### config.mk
export PLATFORM = sky130hd
export DESIGN_NAME = boot_config_latches
export DESIGN_NICKNAME = d
export VERILOG_FILES = /design/src/boot_config_pkg.sv /design/src/config_latch_array.sv /design/src/port_drive_decoder.sv /design/src/boot_config_latches.sv
export SDC_FILE = /design/constraint.sdc
export NUM_CORES = 1
export LEC_CHECK = 0
export ABC_CLOCK_PERIOD_IN_PS = 3500
export BUFFER_PORTS_ARGS = -buffer_cell sky130_fd_sc_hd__buf_4
export CORE_ASPECT_RATIO = 0.6
export CORE_MARGIN = 1.5
export CORE_UTILIZATION = 54
export CTS_BUF_LIST = sky130_fd_sc_hd__clkbuf_4 sky130_fd_sc_hd__clkbuf_8
export CTS_CLUSTER_DIAMETER = 60
export DETAILED_ROUTE_END_ITERATION = 8
export HOLD_SLACK_MARGIN = 0.06
export PLACE_DENSITY = 0.82
export SYNTH_ARGS = -nofsm -noshare
export SYNTH_HDL_FRONTEND = slang
export SYNTH_SLANG_ARGS = --single-unit
### constraint.sdc
create_clock -name clk -period 3.5 [get_ports clk]
set_input_delay 0.35 -clock clk [delete_from_list [all_inputs] [get_ports clk]]
set_output_delay 0.35 -clock clk [all_outputs]
set_load 0.05 [all_outputs]
### src/boot_config_pkg.sv
// shared constants and types for the boot configuration latch block
package boot_config_pkg;

   // array geometry
   localparam int NUM_LATCH_BYTES = 4;
   localparam int NUM_PORTS       = 9;
   localparam int WORD_W          = 32;
   localparam int LATCH_IDX_W     = 2;

   // register indexes; the byte address is four times the index
   localparam int IDX_W   = 3;
   localparam int IDX_LSB = 2;
   localparam logic [IDX_W-1:0] IDX_PORT_RESET_DRIVE_LOW  = 3'h0;
   localparam logic [IDX_W-1:0] IDX_PORT_RESET_DRIVE_HIGH = 3'h1;
   localparam logic [IDX_W-1:0] IDX_RESET_PIN_DEBUG       = 3'h2;
   localparam logic [IDX_W-1:0] IDX_BOOT_CLOCK_DEBUG_ECC  = 3'h3;
   localparam logic [IDX_W-1:0] IDX_APPLIED_CONFIG        = 3'h4;
   localparam logic [IDX_W-1:0] IDX_WRITE_COUNT           = 3'h5;
   localparam logic [IDX_W-1:0] IDX_LATCH_CONTROL         = 3'h6;

   // latch control register: write one to restore factory contents
   localparam int CTRL_RESTORE_BIT = 0;

   // AXI response codes
   localparam logic [1:0] RESP_OKAY   = 2'h0;
   localparam logic [1:0] RESP_SLVERR = 2'h2;

   // field positions inside the 32-bit latch image {byte3..byte0}
   localparam int RESET_PIN_BIT   = 23;
   localparam int DEBUG_ALLOW_BIT = 22;
   localparam int BOOT_SPEED_BIT  = 24;
   localparam int DPS_LSB         = 25;
   localparam int CHECK_BYTES_BIT = 27;
   localparam int PHASE_LSB       = 28;
   localparam int PORT_FIELD_W    = 2;
   // ports 0,1,2,3,4,5,6,12,15 in that order
   localparam int PORT_FIELD_LSB [NUM_PORTS] = '{0, 2, 4, 6, 8, 10, 12, 14, 16};

   // writable bits per latch byte; byte 2 bits 5:2 are reserved
   localparam logic [7:0] LATCH_WMASK [NUM_LATCH_BYTES] = '{8'hFF, 8'hFF, 8'hC3, 8'hFF};

   // factory contents
   localparam logic [3:0]  PHASE_DELAY_FACTORY = 4'h0;
   localparam logic [WORD_W-1:0] FACTORY_IMAGE =
      {PHASE_DELAY_FACTORY, 4'hA, 8'h40, 8'h00, 8'h00};

   // boot oscillator rates in MHz
   localparam logic [7:0] BOOT_OSC_SLOW_MHZ = 8'h0C;
   localparam logic [7:0] BOOT_OSC_FAST_MHZ = 8'h30;

   localparam int WRITE_COUNT_W = 16;

   typedef enum logic [1:0] {
      DRIVE_HIZ_ANALOG  = 2'h0,
      DRIVE_HIZ_DIGITAL = 2'h1,
      DRIVE_PULL_UP     = 2'h2,
      DRIVE_PULL_DOWN   = 2'h3
   } drive_mode_type;

   typedef enum logic [1:0] {
      DBG_JTAG5 = 2'h0,
      DBG_JTAG4 = 2'h1,
      DBG_SWD   = 2'h2,
      DBG_OFF   = 2'h3
   } debug_port_type;

   // per-port pin controls, one hot
   typedef struct packed {
      logic analog_hiz;
      logic digital_hiz;
      logic pull_up;
      logic pull_down;
   } pin_ctrl_type;

   // applied system configuration
   typedef struct packed {
      logic           reset_pin_function;
      logic           debug_access_allow;
      logic           boot_speed_select;
      debug_port_type debug_port_select;
      logic           check_bytes_enable;
      logic [3:0]     digital_clock_phase_delay;
   } sys_cfg_type;

endpackage : boot_config_pkg

### src/config_latch_array.sv
// four-byte nonvolatile configuration latch storage
`timescale 1ns/1ps
`default_nettype none
module config_latch_array
   import boot_config_pkg::*;
(
   // clocking
   input  wire logic                   clk,
   input  wire logic                   ce,
   // write port
   input  wire logic                   wr_en,
   input  wire logic [LATCH_IDX_W-1:0] wr_idx,
   input  wire logic [7:0]             wr_data,
   input  wire logic                   restore,
   // read port
   input  wire logic                   rd_en,
   input  wire logic [LATCH_IDX_W-1:0] rd_idx,
   output logic      [7:0]             rd_data_q,
   // whole image for the reset-time load
   output logic      [WORD_W-1:0]      image
);

   // nonvolatile: not cleared by rst, starts at factory contents
   logic [7:0] cell_q [NUM_LATCH_BYTES] = '{FACTORY_IMAGE[7:0], FACTORY_IMAGE[15:8],
                                            FACTORY_IMAGE[23:16], FACTORY_IMAGE[31:24]};

   // write or restore; restore wins since it rewrites every byte
   always_ff @(posedge clk) begin
      if (ce) begin
         if (restore) begin
            for (int i = 0; i < NUM_LATCH_BYTES; i++) begin
               cell_q[i] <= FACTORY_IMAGE[i*8 +: 8];
            end
         end else if (wr_en) begin
            cell_q[wr_idx] <= wr_data & LATCH_WMASK[wr_idx]; // reserved bits stay 0
         end
      end
   end

   // registered read port
   always_ff @(posedge clk) begin
      if (ce && rd_en) begin
         rd_data_q <= cell_q[rd_idx];
      end
   end

   // flattened view for the loader
   always_comb begin
      for (int i = 0; i < NUM_LATCH_BYTES; i++) begin
         image[i*8 +: 8] = cell_q[i];
      end
   end

endmodule : config_latch_array
`default_nettype wire

### src/port_drive_decoder.sv
// decodes one port's reset drive field into pin controls
`timescale 1ns/1ps
`default_nettype none
module port_drive_decoder
   import boot_config_pkg::*;
(
   // clocking
   input  wire logic                    clk,
   input  wire logic                    ce,
   // field in, controls out
   input  wire logic [PORT_FIELD_W-1:0] port_reset_drive_field,
   output pin_ctrl_type                 ctrl_q
);

   // every pin of the port takes this one mode
   always_ff @(posedge clk) begin
      if (ce) begin
         unique case (drive_mode_type'(port_reset_drive_field))
            DRIVE_HIZ_ANALOG:  ctrl_q <= '{analog_hiz: 1'b1, default: 1'b0};  // [RULE3]
            DRIVE_HIZ_DIGITAL: ctrl_q <= '{digital_hiz: 1'b1, default: 1'b0}; // [RULE3]
            DRIVE_PULL_UP:     ctrl_q <= '{pull_up: 1'b1, default: 1'b0};     // [RULE3]
            DRIVE_PULL_DOWN:   ctrl_q <= '{pull_down: 1'b1, default: 1'b0};   // [RULE3]
         endcase
      end
   end

endmodule : port_drive_decoder
`default_nettype wire

### src/boot_config_latches.sv
// boot configuration latches: AXI4-Lite access, reset-time load, decode
// Functional notes
// RULE1: four-byte nonvolatile array; contents configure the device on leaving reset.
// RULE2: each port's two-bit field puts all its pins in one mode.
// RULE3: field codes: analog hi-z, digital hi-z, pull-up, pull-down.
// RULE4: reset pin function bit: 0 ordinary I/O, 1 external reset input.
// RULE5: debug access bit: 1 allows debug system access, 0 blocks it.
// RULE6: boot speed bit picks 12 MHz (0) or 48 MHz (1) oscillator.
// RULE7: debug port field: 5-wire JTAG, 4-wire JTAG, SWD, or all off.
// RULE8: check bytes bit reserves extra flash for check bytes; 0 frees it.
// RULE9: four-bit field sets the digital clock phase delay.
// RULE10: programmer should limit erase/write cycles of the latch array.
// RULE11: all fields loaded before reset release, valid from first cycle after.
`timescale 1ns/1ps
`default_nettype none
module boot_config_latches
   import boot_config_pkg::*;
(
   // clock, reset, enable
   input  wire logic               clk,
   input  wire logic               rst,
   input  wire logic               ce,
   // AXI4-Lite write address
   input  wire logic               awvalid,
   output logic                    awready,
   input  wire logic [31:0]        awaddr,
   // AXI4-Lite write data
   input  wire logic               wvalid,
   output logic                    wready,
   input  wire logic [31:0]        wdata,
   input  wire logic [3:0]         wstrb,
   // AXI4-Lite write response
   output logic                    bvalid,
   input  wire logic               bready,
   output logic      [1:0]         bresp,
   // AXI4-Lite read address
   input  wire logic               arvalid,
   output logic                    arready,
   input  wire logic [31:0]        araddr,
   // AXI4-Lite read data
   output logic                    rvalid,
   input  wire logic               rready,
   output logic      [31:0]        rdata,
   output logic      [1:0]         rresp,
   // shared reset pin
   input  wire logic               ext_reset_pin,
   output logic                    reset_pin_gpio_q,
   output logic                    ext_reset_req_q,
   // applied configuration
   output pin_ctrl_type            port_ctrl [NUM_PORTS],
   output sys_cfg_type             sys_cfg_q,
   output logic                    debug_access_en_q,
   output logic                    jtag5_en_q,
   output logic                    jtag4_en_q,
   output logic                    swd_en_q,
   output logic      [7:0]         boot_osc_mhz_q,
   output logic                    check_region_reserved_q,
   output logic      [3:0]         clock_phase_delay_q
);

   typedef enum {WR_COLLECT, WR_RESP} wr_state_type;
   typedef enum {RD_IDLE, RD_FETCH, RD_RESP} rd_state_type;

   wr_state_type             wr_state_q;
   rd_state_type             rd_state_q;
   logic                     aw_have_q;
   logic                     w_have_q;
   logic [IDX_W-1:0]         aw_idx_q;
   logic                     aw_in_range_q;
   logic [7:0]               w_byte_q;
   logic                     w_lane0_q;
   logic [1:0]               bresp_q;
   logic [IDX_W-1:0]         ar_idx_q;
   logic                     ar_in_range_q;
   logic [31:0]              rdata_q;
   logic [1:0]               rresp_q;
   logic [WRITE_COUNT_W-1:0] write_count_q;
   logic [WORD_W-1:0]        applied_q;
   logic [WORD_W-1:0]        applied_d;
   logic [WORD_W-1:0]        image;
   logic [7:0]               latch_rd_data;
   logic                     ext_sync1_q;
   logic                     ext_sync2_q;
   logic                     aw_take;
   logic                     w_take;
   logic                     ar_take;
   logic                     wr_fire;
   logic                     wr_is_latch;
   logic                     wr_is_ctrl;
   logic                     latch_wr_en;
   logic                     latch_restore;
   logic                     ar_hit;

   // handshakes: a frozen block takes nothing and offers nothing
   assign awready = ce && wr_state_q == WR_COLLECT && !aw_have_q;
   assign wready  = ce && wr_state_q == WR_COLLECT && !w_have_q;
   assign bvalid  = ce && wr_state_q == WR_RESP;
   assign arready = ce && rd_state_q == RD_IDLE;
   assign rvalid  = ce && rd_state_q == RD_RESP;
   assign bresp   = bresp_q;
   assign rdata   = rdata_q;
   assign rresp   = rresp_q;

   assign aw_take = awvalid && awready;
   assign w_take  = wvalid && wready;
   assign ar_take = arvalid && arready;

   // upper address bits must be clear for a hit
   assign ar_hit = araddr[31:IDX_LSB+IDX_W] == '0 &&
                   araddr[IDX_LSB +: IDX_W] <= IDX_LATCH_CONTROL;

   // write address and data are collected in either order
   always_ff @(posedge clk) begin
      if (rst) begin
         aw_have_q     <= 1'b0;
         aw_idx_q      <= '0;
         aw_in_range_q <= 1'b0;
      end else if (ce) begin
         if (aw_take) begin
            aw_have_q     <= 1'b1;
            aw_idx_q      <= awaddr[IDX_LSB +: IDX_W];
            aw_in_range_q <= awaddr[31:IDX_LSB+IDX_W] == '0;
         end else if (wr_fire) begin
            aw_have_q <= 1'b0;
         end
      end
   end

   // only byte lane 0 carries register write data; wider lanes of wdata are dropped
   always_ff @(posedge clk) begin
      if (rst) begin
         w_have_q  <= 1'b0;
         w_byte_q  <= '0;
         w_lane0_q <= 1'b0;
      end else if (ce) begin
         if (w_take) begin
            w_have_q  <= 1'b1;
            w_byte_q  <= wdata[7:0];
            w_lane0_q <= wstrb[0];
         end else if (wr_fire) begin
            w_have_q <= 1'b0;
         end
      end
   end

   // write decode once both halves are held
   assign wr_fire     = wr_state_q == WR_COLLECT && aw_have_q && w_have_q;
   assign wr_is_latch = aw_in_range_q && aw_idx_q <= IDX_BOOT_CLOCK_DEBUG_ECC;
   assign wr_is_ctrl  = aw_in_range_q && aw_idx_q == IDX_LATCH_CONTROL;
   // new latch contents only take effect at the next reset
   assign latch_wr_en   = ce && wr_fire && wr_is_latch && w_lane0_q; // [RULE1]
   assign latch_restore = ce && wr_fire && wr_is_ctrl && w_lane0_q &&
                          w_byte_q[CTRL_RESTORE_BIT];

   // write channel sequencing; read-only or unmapped writes get SLVERR
   always_ff @(posedge clk) begin
      if (rst) begin
         wr_state_q <= WR_COLLECT;
         bresp_q    <= RESP_OKAY;
      end else if (ce) begin
         unique case (wr_state_q)
            WR_COLLECT: begin
               if (wr_fire) begin
                  wr_state_q <= WR_RESP;
                  bresp_q    <= (wr_is_latch || wr_is_ctrl) ? RESP_OKAY : RESP_SLVERR;
               end
            end
            WR_RESP: begin
               if (bready) begin
                  wr_state_q <= WR_COLLECT;
               end
            end
         endcase
      end
   end

   // wear counter so software can police erase/write cycles; saturates
   always_ff @(posedge clk) begin
      if (rst) begin
         write_count_q <= '0;
      end else if (ce && (latch_wr_en || latch_restore) && ~&write_count_q) begin
         write_count_q <= write_count_q + 1'b1; // [RULE10]
      end
   end

   // read channel: fetch one cycle, then answer
   always_ff @(posedge clk) begin
      if (rst) begin
         rd_state_q    <= RD_IDLE;
         ar_idx_q      <= '0;
         ar_in_range_q <= 1'b0;
         rdata_q       <= '0;
         rresp_q       <= RESP_OKAY;
      end else if (ce) begin
         unique case (rd_state_q)
            RD_IDLE: begin
               if (ar_take) begin
                  rd_state_q    <= RD_FETCH;
                  ar_idx_q      <= araddr[IDX_LSB +: IDX_W];
                  ar_in_range_q <= ar_hit;
               end
            end
            RD_FETCH: begin
               rd_state_q <= RD_RESP;
               rresp_q    <= ar_in_range_q ? RESP_OKAY : RESP_SLVERR;
               rdata_q    <= '0;
               if (ar_in_range_q) begin
                  if (ar_idx_q <= IDX_BOOT_CLOCK_DEBUG_ECC) begin
                     rdata_q[7:0] <= latch_rd_data;
                  end else if (ar_idx_q == IDX_APPLIED_CONFIG) begin
                     rdata_q <= applied_q;
                  end else if (ar_idx_q == IDX_WRITE_COUNT) begin
                     rdata_q[WRITE_COUNT_W-1:0] <= write_count_q;
                  end
               end
            end
            RD_RESP: begin
               if (rready) begin
                  rd_state_q <= RD_IDLE;
               end
            end
         endcase
      end
   end

   // the nonvolatile store itself
   config_latch_array u_array (
      .clk       (clk),
      .ce        (ce),
      .wr_en     (latch_wr_en),
      .wr_idx    (aw_idx_q[LATCH_IDX_W-1:0]),
      .wr_data   (w_byte_q),
      .restore   (latch_restore),
      .rd_en     (ar_take),
      .rd_idx    (araddr[IDX_LSB +: LATCH_IDX_W]),
      .rd_data_q (latch_rd_data),
      .image     (image)
   );

   // while rst is held the image flows through, so every decoded
   // output already carries it at the first edge after release
   assign applied_d = rst ? image : applied_q; // [RULE1] [RULE11]

   always_ff @(posedge clk) begin
      if (ce) begin
         applied_q <= applied_d; // [RULE11]
      end
   end

   // one decoder per port; a field covers the whole port
   for (genvar p = 0; p < NUM_PORTS; p++) begin : g_port
      port_drive_decoder u_dec (
         .clk                    (clk),
         .ce                     (ce),
         .port_reset_drive_field (applied_d[PORT_FIELD_LSB[p] +: PORT_FIELD_W]), // [RULE2]
         .ctrl_q                 (port_ctrl[p])
      );
   end

   // system fields as a struct
   always_ff @(posedge clk) begin
      if (ce) begin
         sys_cfg_q.reset_pin_function        <= applied_d[RESET_PIN_BIT];
         sys_cfg_q.debug_access_allow        <= applied_d[DEBUG_ALLOW_BIT];
         sys_cfg_q.boot_speed_select         <= applied_d[BOOT_SPEED_BIT];
         sys_cfg_q.debug_port_select         <= debug_port_type'(applied_d[DPS_LSB +: 2]);
         sys_cfg_q.check_bytes_enable        <= applied_d[CHECK_BYTES_BIT];
         sys_cfg_q.digital_clock_phase_delay <= applied_d[PHASE_LSB +: 4];
      end
   end

   // reset pin role chosen once per reset
   always_ff @(posedge clk) begin
      if (ce) begin
         reset_pin_gpio_q <= !applied_d[RESET_PIN_BIT]; // [RULE4]
      end
   end

   // pin is asynchronous to clk, so two flops before use
   always_ff @(posedge clk) begin
      if (rst) begin
         ext_sync1_q <= 1'b0;
         ext_sync2_q <= 1'b0;
      end else if (ce) begin
         ext_sync1_q <= ext_reset_pin;
         ext_sync2_q <= ext_sync1_q;
      end
   end

   // the pin only requests a reset when configured as one
   always_ff @(posedge clk) begin
      if (rst) begin
         ext_reset_req_q <= 1'b0;
      end else if (ce) begin
         ext_reset_req_q <= applied_q[RESET_PIN_BIT] && ext_sync2_q; // [RULE4]
      end
   end

   // debug access and pin protocol; pins stay off when access is blocked
   always_ff @(posedge clk) begin
      if (ce) begin
         debug_access_en_q <= applied_d[DEBUG_ALLOW_BIT]; // [RULE5]
         jtag5_en_q <= applied_d[DEBUG_ALLOW_BIT] &&
                       applied_d[DPS_LSB +: 2] == DBG_JTAG5; // [RULE5] [RULE7]
         jtag4_en_q <= applied_d[DEBUG_ALLOW_BIT] &&
                       applied_d[DPS_LSB +: 2] == DBG_JTAG4; // [RULE7]
         swd_en_q   <= applied_d[DEBUG_ALLOW_BIT] &&
                       applied_d[DPS_LSB +: 2] == DBG_SWD;   // [RULE7]
      end
   end

   // boot clock rate, check byte region and clock phase
   always_ff @(posedge clk) begin
      if (ce) begin
         boot_osc_mhz_q <= applied_d[BOOT_SPEED_BIT] ? BOOT_OSC_FAST_MHZ
                                                     : BOOT_OSC_SLOW_MHZ; // [RULE6]
         check_region_reserved_q <= applied_d[CHECK_BYTES_BIT]; // [RULE8]
         clock_phase_delay_q     <= applied_d[PHASE_LSB +: 4];  // [RULE9]
      end
   end

endmodule : boot_config_latches
`default_nettype wire

Word level (Yosys, flattened, before mapping)
Memories as Yosys holds them, arrays and structs flattened. A register that Yosys moved wholly into a read port is not among the register bits. Index checks and enable logic that the tools add are counted.

Register bits after elaboration: 228. RAM bits: 32. Bits of input ports: 109. Output and inout port bits: 106. Memories: 1.

Memories: u_array.cell_q (depth 4, width 8, rd ports 5, clocked after memory_dff 1, write ports 4, line config_latch_array.sv:24) `logic [7:0] cell_q [NUM_LATCH_BYTES] = '{FACTORY_IMAGE[7:0], FACTORY_IMAGE[15:8],`.

$add $sub $neg: 1. Order comparisons: 4. Equal/unequal tests: 41. Multiplexer cells: 41. Bitwise logic cells: 2. Reduce and logical (&&, ||, !) cells: 63.

Operators with widths (count): two-way mux 32 bit (6); one-hot mux 4 bit (4 select lines) (9); zero test 32 bit (4); one-hot mux 32 bit (3 select lines) (1); == test 32 x 1 -> 1 bit, second input constant (2); == test 32 x 2 -> 1 bit, second input constant (2); one-hot mux 32 bit (2 select lines) (1); zero test 27 bit (2); two-way mux 16 bit (3); == test 2 bit, second input constant (19); == test 32 x 3 -> 1 bit, second input constant (1); two-way mux 8 bit (4); logical AND 1 bit (27); two-way mux 24 bit (1); == test 2 x 1 -> 1 bit, second input constant (10); zero test 2 bit (10); adder 16 x 1 -> 16 bit, second input constant (1); binary-select mux 8 bit (select 2 bit) (1); AND reduction 16 bit (1); AND reduction 2 bit (6); AND reduction 3 bit (4); two-way mux 1 bit (11); == test 3 bit, second input constant (3); AND 8 bit (1); other kinds (12) (22).

Longest topological paths before layout
Gate-level depths: netlist (run 1).

Depth in word-level cells: 12. Depth in mapped cells: 7. Depth with buffers taken out: 6.

Cells and area by module
Synthesis (run 1) repeated with hierarchy kept, for this count alone.

Cells, all modules: 687. Area total of the unflattened synthesis: 8222.9 µm².

By module, submodules not included: boot_config_latches (times used 1, cells each 507, area an instance 5086.1 µm²); config_latch_array (times used 1, cells each 108, area an instance 1819.2 µm²); port_drive_decoder (times used 9, cells each 8, area an instance 146.4 µm²).

Worst setup path before layout (run 1)
No wires, ideal clock.

Kind: in2reg. Start: in ce. End: reg aw_in_range_q. Arrival: 2566 ps. Required time: 3430 ps. Path slack: 863 ps. Cell stages on the path: 5. Path buffers: 1. Cell sequence: buf_4 nor3b_1 nand2_1 or3_1 a21oi_1.

Word-level cells in the longest chain between the ends: 4.

Ends and longest elaborated chain: start, declared (line boot_config_latches.sv:22) `input wire logic ce,`; logical AND 1 bit (2 in a row) (line boot_config_latches.sv:95) `assign awready = ce && wr_state_q == WR_COLLECT && !aw_have_q;`; net awready (line boot_config_latches.sv:25) `output logic awready,`; logical AND 1 bit (line boot_config_latches.sv:104) `assign aw_take = awvalid && awready;`; AND reduction 2 bit (no line); end signal, assigned (line boot_config_latches.sv:117) `aw_in_range_q <= 1'b0;`; end signal, assigned (line boot_config_latches.sv:122) `aw_in_range_q <= awaddr[31:IDX_LSB+IDX_W] == '0;`; end, declared (line boot_config_latches.sv:69) `logic aw_in_range_q;`.

The timed path passes the listed nets, and every way through them passes these cells. A chain may end at the register's enable or synchronous reset.

Final worst setup path (run 1)
Start: reg ar_idx_q[2]. End: reg rdata_q[29] (netlist: rdata[29]).

Word-level cells in the longest chain between the ends: 4. Elaborated cells on any way between the ends: 5. Those cells by class: order compare: 1; eq/ne: 1; mux: 3.

Ends and longest elaborated chain: start, declared (line boot_config_latches.sv:73) `logic [IDX_W-1:0] ar_idx_q;`; start signal, assigned (line boot_config_latches.sv:199) `ar_idx_q <= araddr[IDX_LSB +: IDX_W];`; parallel branches: the longest is 2 deep, another holds <= comparator 3 x 2 -> 1 bit; two-way mux 24 bit (*) (line boot_config_latches.sv:208) `if (ar_idx_q <= IDX_BOOT_CLOCK_DEBUG_ECC) begin`; two-way mux 32 bit (*) (line boot_config_latches.sv:207) `if (ar_in_range_q) begin`; end signal, assigned (line boot_config_latches.sv:211) `rdata_q <= applied_q;`; end signal, assigned by index (line boot_config_latches.sv:213) `rdata_q[WRITE_COUNT_W-1:0] <= write_count_q;`; end, declared (line boot_config_latches.sv:75) `logic [31:0] rdata_q;`.

Mark *: on every way between the ends.

==> results.txt, run 1 <==
The proportion of register bits with asynchronous set or reset after synthesis is 0%. In the layout the commonest cells are 185 x buf_4, 113 x edfxtp_1, 88 x nor2_1. The synthesized design spends more area on one cell type than any other, namely edfxtp_1. The number of resized instances in the post-cts repair step is 0.

The die footprint came out at 0.0155 sq mm. The area share of the largest cell type after synthesis came out at 42.6%. The mapped netlist covers approximately 0.0080 sq mm. In this run, flip-flops and latches consume 56.3% of the power.

The post-DP HPWL came out at between 10000 and 15000 microns. The number of global-route vias before repair came out at 5451. The cell sitting at the root of the clock tree is a clkbuf_8. The max-capacitance violation count is 0. STA classifies the critical path startpoint as a flip-flop.

The DRC violations left is 0. The number of failing setup endpoints in the final timing report is 0. The combinational cell fraction of total power came out at 8.7%. In this run, post-CTS hold repair placed 0 buffers. The number of antenna violations at the first check in global routing is 0.

Entering global routing, the biggest net connects 61 pins. The final worst-path cycle share came out at 64.7%. Global routing consumed, over all layers together, between 20 and 30% of the routing resources.

Once layout is done, the placed cells without fillers occupy approximately 0.0098 sq mm. Post-CTS timing repair inserted 0 buffers for setup. The number of inserted diodes is 0. The final clock skew is slightly below 0.02 ns. The starting DRC count in detailed routing came out at 499. Ranked by total cell area, the synthesized netlist is headed by edfxtp_1 43%, dfxtp_1 19%, mux2i_1 5.5%, nor2_1 4.1%, a21oi_1 2.4%. The biggest fanout along the worst timing path came out at 16. The total power per unit cell area came out at ~440 mW/mm^2. The number of hold violations in the final report came out at 0. The portion of total power attributed to the clock network came out at between 30% and 40%. The fraction of final layout cells with drive strength greater than 1 came out at a little over a quarter. The static leakage is approximately 0.0037 uW. The longest clock path from root to sink contains 2 buffers. In this run the critical register-to-register path is launched from ar_idx_q[2]. The minimum clock period is ~2.3 ns. The final global-route overflow total is 0. For the pin with the worst max-slew slack, the measured transition is between 1 and 1.5 ns.

The proportion of synthesized chip area in sequential cells came out at between 60% and 70%. The via count came out at ~6000. A synthesized cell averages about 12 sq um. The hold path startpoint is ext_reset_pin. The path type of the worst setup path is reg2reg. The standard-cell row count is 34.

The congestion estimate from routability-driven global placement came to slightly below 0.9. The switching power of the nets is around 1100 uW. Clock-pin slew was measured on the worst setup and hold paths at 0.10 ns. Data on the critical path is required at its endpoint by between 3 and 4 ns.

The global-route wire length before repair is approximately 30000 microns. The worst setup path is captured at a flip-flop. Setup repair after global routing left no endpoint under its margin. The area of placed instances is just over 0.009 sq mm. The final layout contains 965 nets.

The internal power came out at between 3000 and 4000 uW. The unique cell type count in the Yosys netlist came out at between 40 and 50. The average wire per cell in the routed design is around 18 microns.

Measured along the y axis, the die boundary spans slightly below 100 microns. The first detailed-routing pass ran for 5 iterations. The relative slew slack is roughly 28%.

Across the VDD grid, the largest voltage drop is between 200 and 300 uV. The total count of max-transition violations in the final report came out at 0. The total detailed-routing wirelength came out at 19300 microns. Leaving out fill and tap cells, the most frequent cell in the layout is buf_4.

The critical path arrival came out at between 2 and 3 ns. The synthesized design contains 188 register bits. After routing, the total negative slack on setup checks comes to 0 ns. The number of vias per cell after detailed routing came out at 5.62. The total of buffers placed on input and output ports came out at approximately 180. The switching power share of the total is between 20 and 30%. The TritonCTS clock tree is yes. The min-delay analysis places its worst path in the category in2reg. The synthesis warning total is 0. The synthesized netlist cell count came out at between 600 and 700. CTS built an H-tree with a depth of 4.

The number of sinks driven by the clock tree came out at between 150 and 200. The run finished with clean final reports. The core outline area came out at approximately 0.014 sq mm. The clock reaches the later pin of the worst-skew pair after 0.46 ns.

The initial standard-cell utilization of the core came out at between 50% and 60%. The number of top-level pins is ~220. The number of enable flip-flop cells after synthesis came out at 113.

Once detail routing completed, the nets flagged for antenna violations numbered 0. Buffers inserted during clock tree synthesis total 17. The die outline width came out at ~160 microns. The launch point of the critical path is ar_idx_q[2]. In the synthesized netlist the dominant register cell turns out to be edfxtp_1. The maximum operating frequency is roughly 440 MHz. The growth of design area from synthesis to finish came out at 22.4%.
==> registers in the layout (all words and copies together), names as in the netlist, 2 cells and up <==
signal,cells
write_count_q,16
rdata,32
applied_q,32
w_byte_q,8
u_array.rd_data_q,8
aw_idx_q,3
ar_idx_q,3
rd_state_q,2
g_port.u_dec.ctrl_q,36
u_array.cell_q,32
==> Yosys cell counts, drive strengths merged (8+ instances only) <==
master	count
o22ai	8
mux4	8
and2	28
edfxtp	113
a22oi	24
nor3	16
nor4	18
buf	31
dfxtp	75
mux2i	44
nor2	88
a21oi	38
clkbuf	24
inv	38
nand2	45
nand3	10
==> logic make-up after synthesis <==
logic type      after synthesis  synth area share (%)
simple gates                258                  16.2
flops                       188                  61.4
buf+inv                      93                  5.63
compound gates               89                  7.20
mux                          59                  8.77
fa+ha+maj                     5                 0.785
other cells                   1                0.0470
==> power groups by stage <==
stage	clock network, uW	logic [uW]	registers, uW
final	1500	370	2410
after global routing	1610	392	2410
after CTS	1520	369	2400
after detailed placement	0	368	2450
after global placement	0	363	2450
after floorplan	0	175	2500
==> area by class of cell <==
type                       instances  area (sq um)
clock buffer                      17           234
timing repair buffer             185          1390
multi-input combinational        421          2670
sequential                       188          4890
inverter                          38           143
tap                              198           248
clock inverter                    15           181
fill                            1099          4710
==> metrics by stage <==
stage	utilization (%)	cells	setup WS, ns	hold WS [ns]	power (uW)
3_3_place_gp	64.6	1030	1.14	0.456	2820
3_5_place_dp	64.6	1030	1.08	0.445	2820
2_1_floorplan	-	702	0.863	0.421	2670
4_1_cts	67.5	1062	1.26	0.124	4290
5_1_grt	67.5	1062	0.963	0.117	4410
6_report	67.5	1062	1.23	0.143	4270
==> metal layers <==
layer  routed length [microns]  global-route usage, %  part of all wire [%]
met5                         0                      0                     0
met2                      8110                   35.4                    42
met1                      9050                   38.8                    47
met4                       220                   6.18                   1.1
met3                      1890                   6.70                   9.8
==> critical path: stages, from the launching register on <==
cell and delay (ns):
dfxtp_1 0.58, nand3b_1 0.39, nor3_2 0.92, a22oi_1 0.16, nor2_1 0.15
==> final timing paths <==
path | slack [ns] | end | cells past startpoint
setup / recovery | 1.23 | rdata[29] | 4
setup reg to reg | 1.23 | rdata[29] | 4
hold / removal | 0.14 | ext_sync1_q | 3
hold reg to reg | 0.48 | ext_reset_req_q | 2
Note: power is estimated with default switching activity, not from simulation.
==> run 2: changes to the inputs <==
Settings changed: ABC_AREA set to 1, ABC_CLOCK_PERIOD_IN_PS 3500 to 2130, PLACE_DENSITY 0.82 to 0.81.
Clock period 3.5 ns to 2.13 ns, I/O delays scaled along.
==> results.txt, run 2 <==
The run finished with clean final reports. More flip-flops sit in one register than any other, and that register is g_port.u_dec.ctrl_q. The die footprint is 0.0159 sq mm. The slowest stage of the critical path belongs to the cell dfxtp_1. The number of buffers and inverters on the critical path is 1. The required time reported for the critical path endpoint came out at roughly 2.3 ns. The post-route met1 wirelength came out at a little under 9000 microns.

The slew at the pin closest to its max-slew limit is ~0.77 ns. The die outline width came out at 162 microns. The pin count of the biggest net entering global routing is 67. The maximum operating frequency came out at about 520 MHz.

The later-pin clock latency in the skew report came out at between 0.4 and 0.5 ns. The critical path arrival is roughly 2.1 ns. The final net count came out at 1180. The top metal layer carrying routed signals is met4. The TritonCTS clock tree is yes. The number of hold violations in the final report came out at 0. Among all flip-flop cells after synthesis, the most frequent one is edfxtp_1. In this run the tightest slew margin relative to its limit is between 40% and 50%. By instance count, the cell type seen most on the critical path is nand2_1. The number of antenna violations at the first check in global routing was 0. Setup total negative slack on the finished layout was measured at 0 ns. The starting DRC count in detailed routing is around 750.

The global-route usage over all layers is between 20% and 30%. After detailed routing, the number of remaining DRC violations is 0. In the synthesized netlist the async set-or-reset flop fraction comes to 0%.

The library cell used as clock root buffer is clkbuf_8. The path type of the worst setup path is reg2reg. The post-DP HPWL is roughly 14000 microns. The number of enable flip-flop cells after synthesis is roughly 110. The average wire per cell in the routed design is between 15 and 20 microns.

The wire length on met2 came out at between 8000 and 9000 microns. The first global-routing pass estimated roughly 32000 microns of wire. The H-tree generated during clock tree synthesis spans 4 levels. The total detailed-routing wirelength came out at 20000 microns. The clock buffer count from CTS came out at 17. The unique cell type count in the Yosys netlist came out at 35. Routability-driven placement finished with a final weighted congestion of ~0.85. The cell count after synthesis came out at between 800 and 900. The tightest hold margin is roughly 0.08 ns.

The worst hold path belongs to the class in2reg. The total power after layout is roughly 7300 uW. The final worst-path cycle share came out at between 90% and 100%. The average instance area after synthesis came out at 9.20 sq um.

Ranked by total cell area, the synthesized netlist is headed by edfxtp_1 42%, dfxtp_1 18%, nand2_1 6.7%, nor2_1 6.7%, o21ai_0 4.7%. The synthesized design spends more area on one cell type than any other, namely edfxtp_1. The area share of the largest cell type after synthesis is about two fifths. Detailed routing inserted a total of roughly 6800 vias. The signal on the critical path passes through nand4_2 -> inv_2 -> nand2_2 -> nor2_1 -> nand2_1 -> nand2_1. On the critical path the largest part of the delay comes from simple AND/OR/NAND/NOR gates.

The number of fill cells in the layout is between 1000 and 1500. The count of placed standard cells including taps is approximately 1200. The minimum clock period is 1.94 ns. IR analysis of the VDD net gives a maximum drop of around 460 uV. The region available for standard cell placement spans 0.0146 sq mm. STA classifies the critical path endpoint as a flip-flop. After clock tree synthesis, the repair step resized 0 gates. After clock tree synthesis, the setup repair step added 0 buffers. The fraction of final layout cells with drive strength greater than 1 is 24.6%. Across the run, the number of max-cap violations was 0. The synthesized design contains approximately 190 register bits. The number of vias per cell after detailed routing is around 5.3.

The post-route antenna net violation count is 0. The number of failing setup endpoints in the final timing report is 0. The floorplan step set the die height to around 98 microns. Once layout is complete, the cells apart from fillers number ~1300. The final clock skew came out at approximately 0.029 ns. The worst setup path is launched from a flip-flop. The number of inserted diodes came out at 0. The library cell used most frequently in the layout, excluding fill and tap cells, is buf_4. The highest cell delay on the worst timing path is 0.42 ns. Along the worst path, the maximum fanout reaches 9.

The clock edge transition at the registers on the reported setup and hold paths came out at 0.11 ns. The synthesis warning total is 0. The utilization of the core after routing came out at between 60% and 70%. Clock tree synthesis found a total of around 190 sinks. In this run the deepest clock path goes through 2 buffers. The floorplan has 34 rows. The hold buffer count at CTS came out at 15. The flip-flop count of the largest register after layout came out at 36. The total count of max-transition violations in the final report was 0. The library cells used most frequently in the layout, excluding fill and tap cells, are 186 x buf_4, 145 x nand2_1, 145 x nor2_1. The growth of design area from synthesis to finish came out at 23.8%.

In the synthesized netlist, the cells that appear most often are 145 x nand2_1, 145 x nor2_1, 113 x edfxtp_1, 87 x inv_1, 77 x o21ai_0. The initial standard-cell utilization of the core came out at a little under three fifths. The met3 routed wirelength is approximately 1900 microns. Setup repair after global routing left no endpoint under its margin. The number of top-level pins came out at between 200 and 250. The total of buffers placed on input and output ports is approximately 180. The final global-route overflow total came out at 0. The static leakage is approximately 0.0042 uW. The number of global-route vias before repair is about 6000. Power spread over the standard cell area amounts to between 700 and 800 mW/mm^2. For this run, the register share of the synthesized area comes to between 50% and 60%. The first-pass iteration count of the detailed router came out at 6. The mapped netlist covers around 0.0082 sq mm.
==> run 2: metal layers <==
layer	global-route usage, %	vias up
li1	-	3274
met2	39.5	347
met3	6.46	30
met1	37.0	3120
met5	0	-
met4	6.07	0
==> run 2: area by class of cell <==
type                    instances  area, sq um  share of cell area (%)
inverters                      91          343                    3.39
clock buffers                  17          234                    2.31
flip-flops and latches        188         4890                    48.4
multi-input cells             567         2660                    26.3
repair buffers                201         1550                    15.3
well taps                     198          248                    2.45
clock inverters                15          185                    1.83
==> run 2: worst paths after layout <==
path,from,to,slack (ns),cells past startpoint
hold reg to reg,ar_in_range_q,rresp[1],0.47,1
setup / recovery,w_have_q,u_array.cell_q[1][4],0.19,6
setup reg to reg,w_have_q,u_array.cell_q[1][4],0.19,6
hold / removal,araddr[4],ar_idx_q[2],0.08,3
==> run 2: power breakdown <==
part	leakage, uW	total, uW	internal [uW]	switching, uW
sequential	0.00171	4020	3960	57.6
clock	0.000206	2430	913	1510
combinational	0.00225	893	294	599
==> run 2: metrics by stage <==
stage | cell area [sq um] | worst slack (ns)
6_report | 10100 | 0.189
5_1_grt | 10100 | 0.0289
2_1_floorplan | 8210 | 0.254
4_1_cts | 10100 | 0.214
3_3_place_gp | 9550 | 0.268
3_5_place_dp | 9550 | 0.186
==> run 2: tightest hold or removal path: cells and delay by family <==
kind / cells / cell delay [ns]
buffers and inverters: 1 / 0.08
AOI/OAI and AO/OA: 2 / 0.21
==> run 2: cells by family after synthesis <==
family	Yosys count	synth area share, %
other	1	0.0459
xor gates and xnor gates	3	0.322
adders and majority gates	5	0.765
AOI/OAI and AO/OA	167	10.9
and+or+nand+nor	382	20.2
buffers and inverters	142	7.93
DFF	188	59.9
